==> config.mk <==
export PLATFORM = sky130hd
export DESIGN_NAME = scbb_bridge
export DESIGN_NICKNAME = d
export VERILOG_FILES = /design/src/inc/scbb_pkg.sv /design/src/scbb_bridge.sv /design/src/scbb_parity.sv
export SDC_FILE = /design/constraint.sdc
export NUM_CORES = 1
export LEC_CHECK = 0
export BUFFER_PORTS_ARGS = -buffer_cell sky130_fd_sc_hd__buf_2
export CAP_MARGIN = 10
export CELL_PAD_IN_SITES_DETAIL_PLACEMENT = 0
export CELL_PAD_IN_SITES_GLOBAL_PLACEMENT = 1
export CORE_MARGIN = 3
export CORE_UTILIZATION = 40
export CTS_CLUSTER_DIAMETER = 40
export DETAILED_ROUTE_END_ITERATION = 8
export PLACE_DENSITY_LB_ADDON = 0.1
export SLEW_MARGIN = 20
export SYNTH_ARGS = -nofsm -noshare
export SYNTH_HDL_FRONTEND = slang
export SYNTH_HIERARCHICAL = 1
export SYNTH_SLANG_ARGS = --single-unit
==> constraint.sdc <==
create_clock -name clock_i -period 2 [get_ports clock_i]
set_clock_uncertainty 0.15 [all_clocks]
set_input_delay 0.4 -clock clock_i [delete_from_list [all_inputs] [get_ports clock_i]]
set_output_delay 0.4 -clock clock_i [all_outputs]
set_load 0.02 [all_outputs]
==> src/inc/scbb_pkg.sv <==
// Purpose: shared constants for the peripheral card bus bridge
// Assumes: single clock at 125 MHz, active-low asynchronous reset
// Notes:   card bus timing counts are in clock cycles
package scbb_pkg;

	// ************************************************************
	// widths
	// ************************************************************
	localparam int CARD_DATA_W   = 16;
	localparam int CARD_ADDR_W   = 6;
	localparam int CARD_COUNT    = 8;
	localparam int REMOTE_W      = 32;

	// ************************************************************
	// remote bus size encodings
	// ************************************************************
	localparam logic [1:0] SIZE_WORD = 2'h1;

	// ************************************************************
	// card bus timing, in clock cycles
	// ************************************************************
	localparam int CLOCK_MHZ        = 125;
	localparam int SETUP_NS         = 40;
	localparam int SETUP_CYCLES     = (SETUP_NS * CLOCK_MHZ + 999) / 1000;
	localparam logic [3:0] SETUP_CNT = 4'(SETUP_CYCLES);

	// ************************************************************
	// reset values
	// ************************************************************
	localparam logic [7:0] READY_RESET = 8'h00;

	// ************************************************************
	// bridge states
	// ************************************************************
	typedef enum logic [2:0] {
		SCBB_IDLE,
		SCBB_SETUP,
		SCBB_WAIT,
		SCBB_DONE
	} scbb_state_t;

endpackage

==> src/scbb_bridge.sv <==
// Purpose: bridge processor remote bus cycles onto peripheral card bus words
// Assumes: remote bus request already demultiplexed into address/data ports
// Notes:   one cycle in flight; remote ack only after the card cycle ends
`timescale 1ns/1ps
`default_nettype none

module scbb_bridge #(
	parameter int CARDS = scbb_pkg::CARD_COUNT
) (
	input  wire logic                 clock_i,
	input  wire logic                 rst_n_i,
	// processor remote bus side
	input  wire logic                 remote_read_req_i,
	input  wire logic                 remote_write_req_i,
	input  wire logic [1:0]           remote_size_i,
	input  wire logic [2:0]           remote_card_i,
	input  wire logic [6:1]           remote_addr_i,
	input  wire logic [3:0]           remote_addr_parity_i,
	input  wire logic [15:0]          remote_wdata_i,
	input  wire logic [1:0]           remote_wdata_parity_i,
	input  wire logic                 remote_timeout_i,
	input  wire logic                 io_timer_run_i,
	output logic                      remote_bus_ack_o,
	output logic                      remote_invalid_o,
	output logic [15:0]               remote_rdata_o,
	output logic [1:0]                remote_rdata_parity_o,
	// peripheral card bus side
	output logic [6:1]                card_addr_o,
	output logic                      card_addr_parity_o,
	output logic [15:0]               card_data_o,
	output logic                      card_data_oe_o,
	input  wire logic [15:0]          card_data_i,
	output logic                      card_data_parity_high_o,
	output logic                      card_data_parity_low_o,
	input  wire logic                 card_data_parity_high_i,
	input  wire logic                 card_data_parity_low_i,
	output logic                      card_read_strobe_o,
	output logic                      card_write_strobe_o,
	output logic [CARDS-1:0]          card_select_o,
	input  wire logic [CARDS-1:0]     card_wait_i,
	// status
	output logic [CARDS-1:0]          card_ready_status_o,
	output logic                      select_fault_o,
	output logic                      remote_parity_error_o,
	output logic                      card_parity_error_o
);

	// ************************************************************
	// input synchronisers for card pins
	// ************************************************************
	logic [CARDS-1:0] wait_s1;
	logic [CARDS-1:0] wait_s2;
	logic [CARDS-1:0] wait_s3;
	logic [15:0]      rd_s1;
	logic [15:0]      rd_s2;
	logic [15:0]      rd_s3;
	logic [1:0]       rp_s1;
	logic [1:0]       rp_s2;
	logic [1:0]       rp_s3;
	logic [CARDS-1:0] wait_q;

	// three stages; a wait change counts once stages two and three agree, data is taken from stage three
	always_ff @(posedge clock_i or negedge rst_n_i)
	begin
		if (!rst_n_i)
		begin
			wait_s1 <= '0;
			wait_s2 <= '0;
			wait_s3 <= '0;
			rd_s1   <= '0;
			rd_s2   <= '0;
			rd_s3   <= '0;
			rp_s1   <= '0;
			rp_s2   <= '0;
			rp_s3   <= '0;
		end
		else
		begin
			wait_s1 <= card_wait_i;
			wait_s2 <= wait_s1;
			wait_s3 <= wait_s2;
			rd_s1   <= card_data_i;
			rd_s2   <= rd_s1;
			rd_s3   <= rd_s2;
			rp_s1   <= {card_data_parity_high_i, card_data_parity_low_i};
			rp_s2   <= rp_s1;
			rp_s3   <= rp_s2;
		end
	end

	// filtered wait: bit moves only where stages two and three agree
	always_ff @(posedge clock_i or negedge rst_n_i)
	begin
		if (!rst_n_i)
			wait_q <= '0;
		else
			wait_q <= (wait_s2 & wait_s3) | (wait_q & (wait_s2 | wait_s3));
	end

	// ************************************************************
	// parity helpers
	// ************************************************************
	logic addr_odd;
	logic wd_even_hi;
	logic wd_even_lo;
	logic rd_even_hi;
	logic rd_even_lo;

	scbb_parity #(.WIDTH(6)) u_addr_par (
		.data_i (remote_addr_i),
		.even_o (),
		.odd_o  (addr_odd)
	);
	scbb_parity #(.WIDTH(8)) u_wd_hi (
		.data_i (remote_wdata_i[15:8]),
		.even_o (wd_even_hi),
		.odd_o  ()
	);
	scbb_parity #(.WIDTH(8)) u_wd_lo (
		.data_i (remote_wdata_i[7:0]),
		.even_o (wd_even_lo),
		.odd_o  ()
	);
	scbb_parity #(.WIDTH(8)) u_rd_hi (
		.data_i (rd_s3[15:8]),
		.even_o (rd_even_hi),
		.odd_o  ()
	);
	scbb_parity #(.WIDTH(8)) u_rd_lo (
		.data_i (rd_s3[7:0]),
		.even_o (rd_even_lo),
		.odd_o  ()
	);

	// remote address byte parity is odd over the byte holding the address
	logic addr_par_bad;
	logic wdata_par_bad;
	assign addr_par_bad  = (remote_addr_parity_i[0] != addr_odd);
	assign wdata_par_bad = remote_write_req_i &&
		((remote_wdata_parity_i[1] != wd_even_hi) ||
		 (remote_wdata_parity_i[0] != wd_even_lo));

	// ************************************************************
	// cycle sequencer
	// ************************************************************
	scbb_pkg::scbb_state_t state;
	logic [3:0]            setup_cnt;
	logic                  is_write;
	logic                  invalid;
	logic [2:0]            target;
	logic                  req;

	// only word-sized requests are bridged; others are refused
	assign req = (remote_read_req_i ^ remote_write_req_i) &&
		(remote_size_i == scbb_pkg::SIZE_WORD);

	always_ff @(posedge clock_i or negedge rst_n_i)
	begin
		if (!rst_n_i)
		begin
			state     <= scbb_pkg::SCBB_IDLE;
			setup_cnt <= '0;
			is_write  <= 1'b0;
			invalid   <= 1'b0;
			target    <= '0;
		end
		else if (remote_timeout_i && state != scbb_pkg::SCBB_IDLE)
			state <= scbb_pkg::SCBB_IDLE;
		else
		begin
			case (state)
				scbb_pkg::SCBB_IDLE:
					if (req && io_timer_run_i)
					begin
						is_write  <= remote_write_req_i;
						invalid   <= addr_par_bad | wdata_par_bad;
						target    <= remote_card_i;
						setup_cnt <= scbb_pkg::SETUP_CNT;
						state     <= scbb_pkg::SCBB_SETUP;
					end
				scbb_pkg::SCBB_SETUP:
					if (setup_cnt <= 4'h1)
						state <= scbb_pkg::SCBB_WAIT;
					else
						setup_cnt <= setup_cnt - 4'h1;
				scbb_pkg::SCBB_WAIT:
					if (!wait_q[target])
						state <= scbb_pkg::SCBB_DONE;
				scbb_pkg::SCBB_DONE:
					// hold until requester drops, one cycle at a time
					if (!(remote_read_req_i | remote_write_req_i))
						state <= scbb_pkg::SCBB_IDLE;
				default:
					state <= scbb_pkg::SCBB_IDLE;
			endcase
		end
	end

	logic cycle_end;
	logic active;
	assign cycle_end = (state == scbb_pkg::SCBB_WAIT) &&
		(!wait_q[target] || remote_timeout_i);
	// card leads fall on the edge that raises the ack, so the two never overlap
	assign active = ((state == scbb_pkg::SCBB_SETUP) || (state == scbb_pkg::SCBB_WAIT)) &&
		!cycle_end;

	// ************************************************************
	// card bus drive, held stable across the whole cycle
	// ************************************************************
	always_ff @(posedge clock_i or negedge rst_n_i)
	begin
		if (!rst_n_i)
		begin
			card_addr_o             <= '0;
			card_addr_parity_o      <= 1'b1;
			card_data_o             <= '0;
			card_data_parity_high_o <= 1'b0;
			card_data_parity_low_o  <= 1'b0;
		end
		else if (state == scbb_pkg::SCBB_IDLE && req && io_timer_run_i)
		begin
			card_addr_o             <= remote_addr_i;
			card_addr_parity_o      <= addr_odd;
			card_data_o             <= remote_wdata_i;
			card_data_parity_high_o <= wd_even_hi;
			card_data_parity_low_o  <= wd_even_lo;
		end
	end

	// strobes and select; an invalid write drives no write strobe
	always_ff @(posedge clock_i or negedge rst_n_i)
	begin
		if (!rst_n_i)
		begin
			card_read_strobe_o  <= 1'b0;
			card_write_strobe_o <= 1'b0;
			card_data_oe_o      <= 1'b0;
			card_select_o       <= '0;
		end
		else
		begin
			card_read_strobe_o  <= active && !is_write && !remote_timeout_i;
			card_write_strobe_o <= active && is_write && !invalid && !remote_timeout_i;
			card_data_oe_o      <= active && is_write && !invalid && !remote_timeout_i;
			card_select_o       <= (active && !remote_timeout_i && !(is_write && invalid))
				? CARDS'(1) << target : '0;
		end
	end

	// ************************************************************
	// remote answer
	// ************************************************************
	always_ff @(posedge clock_i or negedge rst_n_i)
	begin
		if (!rst_n_i)
		begin
			remote_bus_ack_o      <= 1'b0;
			remote_invalid_o      <= 1'b0;
			remote_rdata_o        <= '0;
			remote_rdata_parity_o <= '0;
		end
		else
		begin
			remote_bus_ack_o <= (state == scbb_pkg::SCBB_WAIT && !wait_q[target] &&
				!remote_timeout_i);
			if (state == scbb_pkg::SCBB_WAIT && !wait_q[target])
			begin
				remote_invalid_o <= invalid;
				if (!is_write)
				begin
					remote_rdata_o        <= rd_s3;
					remote_rdata_parity_o <= rp_s3;
				end
			end
		end
	end

	// ************************************************************
	// status: ready snapshot and sticky errors
	// ************************************************************
	// snapshot of every wait line at the end of each card cycle that reaches the wait phase
	always_ff @(posedge clock_i or negedge rst_n_i)
	begin
		if (!rst_n_i)
			card_ready_status_o <= CARDS'(scbb_pkg::READY_RESET);
		else if (cycle_end)
			card_ready_status_o <= wait_q;
	end

	// popcount above one on the driven selects; errors stay until reset
	function automatic logic multi_hot(input logic [CARDS-1:0] v);
		multi_hot = (v & (v - CARDS'(1))) != '0;
	endfunction

	always_ff @(posedge clock_i or negedge rst_n_i)
	begin
		if (!rst_n_i)
		begin
			select_fault_o        <= 1'b0;
			remote_parity_error_o <= 1'b0;
			card_parity_error_o   <= 1'b0;
		end
		else
		begin
			if (multi_hot(card_select_o))
				select_fault_o <= 1'b1;
			if (state == scbb_pkg::SCBB_IDLE && req && io_timer_run_i &&
				(addr_par_bad | wdata_par_bad))
				remote_parity_error_o <= 1'b1;
			if (state == scbb_pkg::SCBB_WAIT && !wait_q[target] && !is_write &&
				((rp_s3[1] != rd_even_hi) || (rp_s3[0] != rd_even_lo)))
				card_parity_error_o <= 1'b1;
		end
	end

	// card interrupt leads are routed elsewhere and have no port here
endmodule

`default_nettype wire

==> src/scbb_parity.sv <==
// Purpose: byte parity helper for the peripheral card bus bridge
// Assumes: pure combinational
// Notes:   odd output is the complement of even
`timescale 1ns/1ps
`default_nettype none

module scbb_parity #(
	parameter int WIDTH = 8
) (
	input  wire logic [WIDTH-1:0] data_i,
	output logic                  even_o,
	output logic                  odd_o
);

	// even parity bit makes total ones even; odd parity bit makes total odd
	assign even_o = ^data_i;
	assign odd_o  = ~(^data_i);

endmodule

`default_nettype wire

==> run_results.csv <==
group,metric,value,unit
sta,final.hold.worst_slack,0.09612,ns
route,drt-pass1-iter-count,4,
sta,clock.fmax,467.3,MHz
floorplanning,core,0.01415,sq mm
setup_path,critPathSlowestCell,"sky130_fd_sc_hd__dfrtp_2",
floorplanning,die-width,127.2,um
floorplanning,io_pins,132,
placed_design,placement.io_buffers,128,
global_routing,pin_count_of_the_biggest_net_entering_global_routing,51,
sta,tightest_slew,0.4118,ns
sta,tns,-3.412,ns
final_layout,finalInstanceArea,0.007853,sq mm
setup_path,critical_path.top_delay_family,"multiplexers",
sta,share_of_the_clock_period_used_by_the_worst_path,1.070,
pwr,netSwitchingFraction,0.3213,
setup_path,crit_path_cell_trace,"mux2_4 > or3_4 > nand3_2 > and3b_2 > buf_12 > mux2_2",
route,detail_route.drc_violations,0,
sta,final-hold-violation-count,0,
final_layout,most_common_library_cell_in_the_layout_ignoring_fill_and_taps,"sky130_fd_sc_hd__dfrtp_1",
setup_path,critical_path_peak_fanout,19,
pwr,max-vdd-ir-drop,0.9874,mV
clock_network,cts-buffers-inserted,17,
worst_hold_path,hold-path-cell-count,2,
final_layout,num-nets-final,638,
route,routedWlPerCell,14.01,um
setup_path,worst-r2r-setup-slack,-0.14,ns
worst_hold_path,worst_hold_path.endpoint,"card_data_o[4]$_DFFE_PN0P_",
route,antenna_violating_nets_post_route,0,
placed_design,routabilityCongestion,0.7543,
floorplanning,chipHeight,127.2,um
setup_path,critical_path.endpoint_type,"flop",
floorplanning,die-area,0.01618,sq mm
final_layout,final_core_util,0.5550,
setup_path,reg2reg_to,"remote_rdata_o[4]$_DFFE_PN0P_",
route,vias_per_cell,4.559,
pwr,p_int,0.007435,W
floorplanning,floorplan.initialDensity,0.4153,
global_routing,wire_length_of_the_first_global_routing_pass,17540,um
outcome,outcome,"finished, violations left",
final_layout,antennaDiodeCount,0,
logic_synthesis,synth_area_per_cell,15.76,sq um
final_layout,mostFrequentLayoutCells,"sky130_fd_sc_hd__dfrtp_1, sky130_fd_sc_hd__buf_2, sky130_fd_sc_hd__mux2_2, sky130_fd_sc_hd__xnor2_1, sky130_fd_sc_hd__dlygate4sd3_1",
setup_path,cp.arrival,2.29,ns
pwr,power.share.combinational,0.321,
setup_path,worst_path_largest_cell_delay,0.42,ns
final_layout,layout-drive-gt1-share,0.4446,
floorplanning,core.rowCount,43,
pwr,power.share.clock,0.268,
pwr,cellPowerDensity,1395,mW/mm^2
logic_synthesis,syn-instance-count,373,
pwr,power_leakage,3.743,nW
clock_network,cts_tree,"done",
run,maximum_capacitance_violations,0,
clock_network,cts-root-buf,"sky130_fd_sc_hd__clkbuf_16",
logic_synthesis,netlist_area,0.005877,sq mm
setup_path,timing.setup.critical_path_class,"reg2reg",
sta,crit_path_time_final,2.140,ns
sta,relSlewSlack,0.7238,
setup_path,crit_path_start_kind,"flop",
setup_path,regToRegStartpoint,"target[1]$_DFFE_PN0P_",
sta,drv_slew,0,
pwr,seq_pwr_share,0.410,
global_routing,grt_overflow_total,0,
placed_design,dp.final_hpwl,7604,um
setup_path,worst-r2r-cell-count,6,
placed_design,cell_area_after_placement,0.006957,sq mm
worst_hold_path,worstHoldStart,"remote_wdata_i[4]",
route,dr.first_iter.drc_count,146,
global_routing,vias_in_the_first_global_route,3593,
global_routing,grt_antenna_before_repair,0,
route,detail_route.wirelength,10620,um
setup_path,critical_path_required,2.15,ns
setup_path,critical_path.n_buffers_inverters,1,
clock_network,clock_path_buffers,2,
setup_path,timing.critical_path.depth,6,
global_routing,gr-usage-all-layers,0.1382,
sta,grt_setup_unrepaired,"yes",
final_layout,area_growth,33.62,%
clock_network,cts.clk_slew.worst_paths,0.06,ns
sta,timing.final.ws_setup,-0.1402,ns
pwr,total_switching_power,0.003520,W
sta,setup_viol,36,
logic_synthesis,ys.warnings.count,6,
worst_hold_path,worst_hold_path_type,"in2reg",
clock_network,cts_max_level,4,
route,num_vias,3456,
clock_network,cts.sinks,163,
outcome,failed_checks,"setup timing",
clock_network,insertion_delay,0.41,ns
logic_synthesis,postSynthNetCount,445,
-- flip-flops by register name (all words and copies together), names as in the netlist, 3 cells and up --
name                 cells
card_data_o             16
rd_s1                   16
rd_s2                   16
rd_s3                   16
remote_rdata_o          16
card_ready_status_o      8
card_select_o            8
wait_q                   8
wait_s1                  8
wait_s2                  8
wait_s3                  8
card_addr_o              6
setup_cnt                4
target                   3
-- layout make-up --
| type | count | area, sq um |
|---|---|---|
| multi-input cells | 192 | 1749 |
| well taps | 180 | 225.2 |
| clock inverters | 10 | 77.57 |
| clock buffers | 21 | 470.5 |
| inverters | 10 | 37.54 |
| fillers | 1200 | 6297 |
| repair buffers | 182 | 1211 |
| flip-flops and latches | 163 | 4081 |
-- stage by stage --
step | setup slack, ns | std cells | total power [W]
final | -0.1402 | 758 | 0.01095
after detailed placement | -0.1902 | 697 | 0.007941
after floorplan | -0.1847 | 373 | 0.006656
after global placement | -0.1579 | 697 | 0.007846
after global routing | -0.2059 | 758 | 0.01157
after CTS | -0.1625 | 758 | 0.01104
-- per-layer routing --
metal | track usage | wire, um | vias up
met4 | 0.05300 | 121 | 0
met2 | 0.2148 | 5155 | 69
met1 | 0.1859 | 4850 | 1716
li1 | - | - | 1660
met3 | 0.03888 | 492 | 11
met5 | 0 | 0 | -
-- power by group through the flow --
stage | Sequential [W] | Clock, W | Combinational [W]
floorplan | 0.00519 | 0 | 0.00147
global placement | 0.00451 | 0 | 0.00333
detailed placement | 0.00456 | 0 | 0.00338
CTS | 0.00451 | 0.00302 | 0.00351
global route | 0.00460 | 0.00317 | 0.00380
finish | 0.00450 | 0.00294 | 0.00352
-- timing repair --
item                                    CTS  global route
pin swaps                                 5             4
setup buffers                             3             0
endpoints found under the hold margin    55             0
hold buffers                             27             0
gates resized for setup                   5            10
endpoints found under the setup margin   35            39
-- how the worst max path moves through the flow --
stage,slack (ns),end,startpoint
CTS,-0.16,remote_rdata_parity_o[0]$_DFFE_PN0P_,target[1]$_DFFE_PN0P_
floorplan,-0.18,remote_rdata_o[10]$_DFFE_PN0P_,target[1]$_DFFE_PN0P_
finish,-0.14,remote_rdata_o[4]$_DFFE_PN0P_,target[1]$_DFFE_PN0P_
detailed placement,-0.19,remote_rdata_o[5]$_DFFE_PN0P_,target[1]$_DFFE_PN0P_
global placement,-0.16,remote_rdata_parity_o[1]$_DFFE_PN0P_,target[1]$_DFFE_PN0P_
global route,-0.21,card_ready_status_o[2]$_DFFE_PN0P_,target[1]$_DFFE_PN0P_
-- worst reg2reg max path: cells and delay by family, from the launching register on --
kind                   cells  cell delay, ns
muxes                      2            0.64
buffers and inverters      1            0.19
and+or+nand+nor            3            0.62
DFF                        1            0.42
No activity file was read; power rests on OpenSTA's default activity.
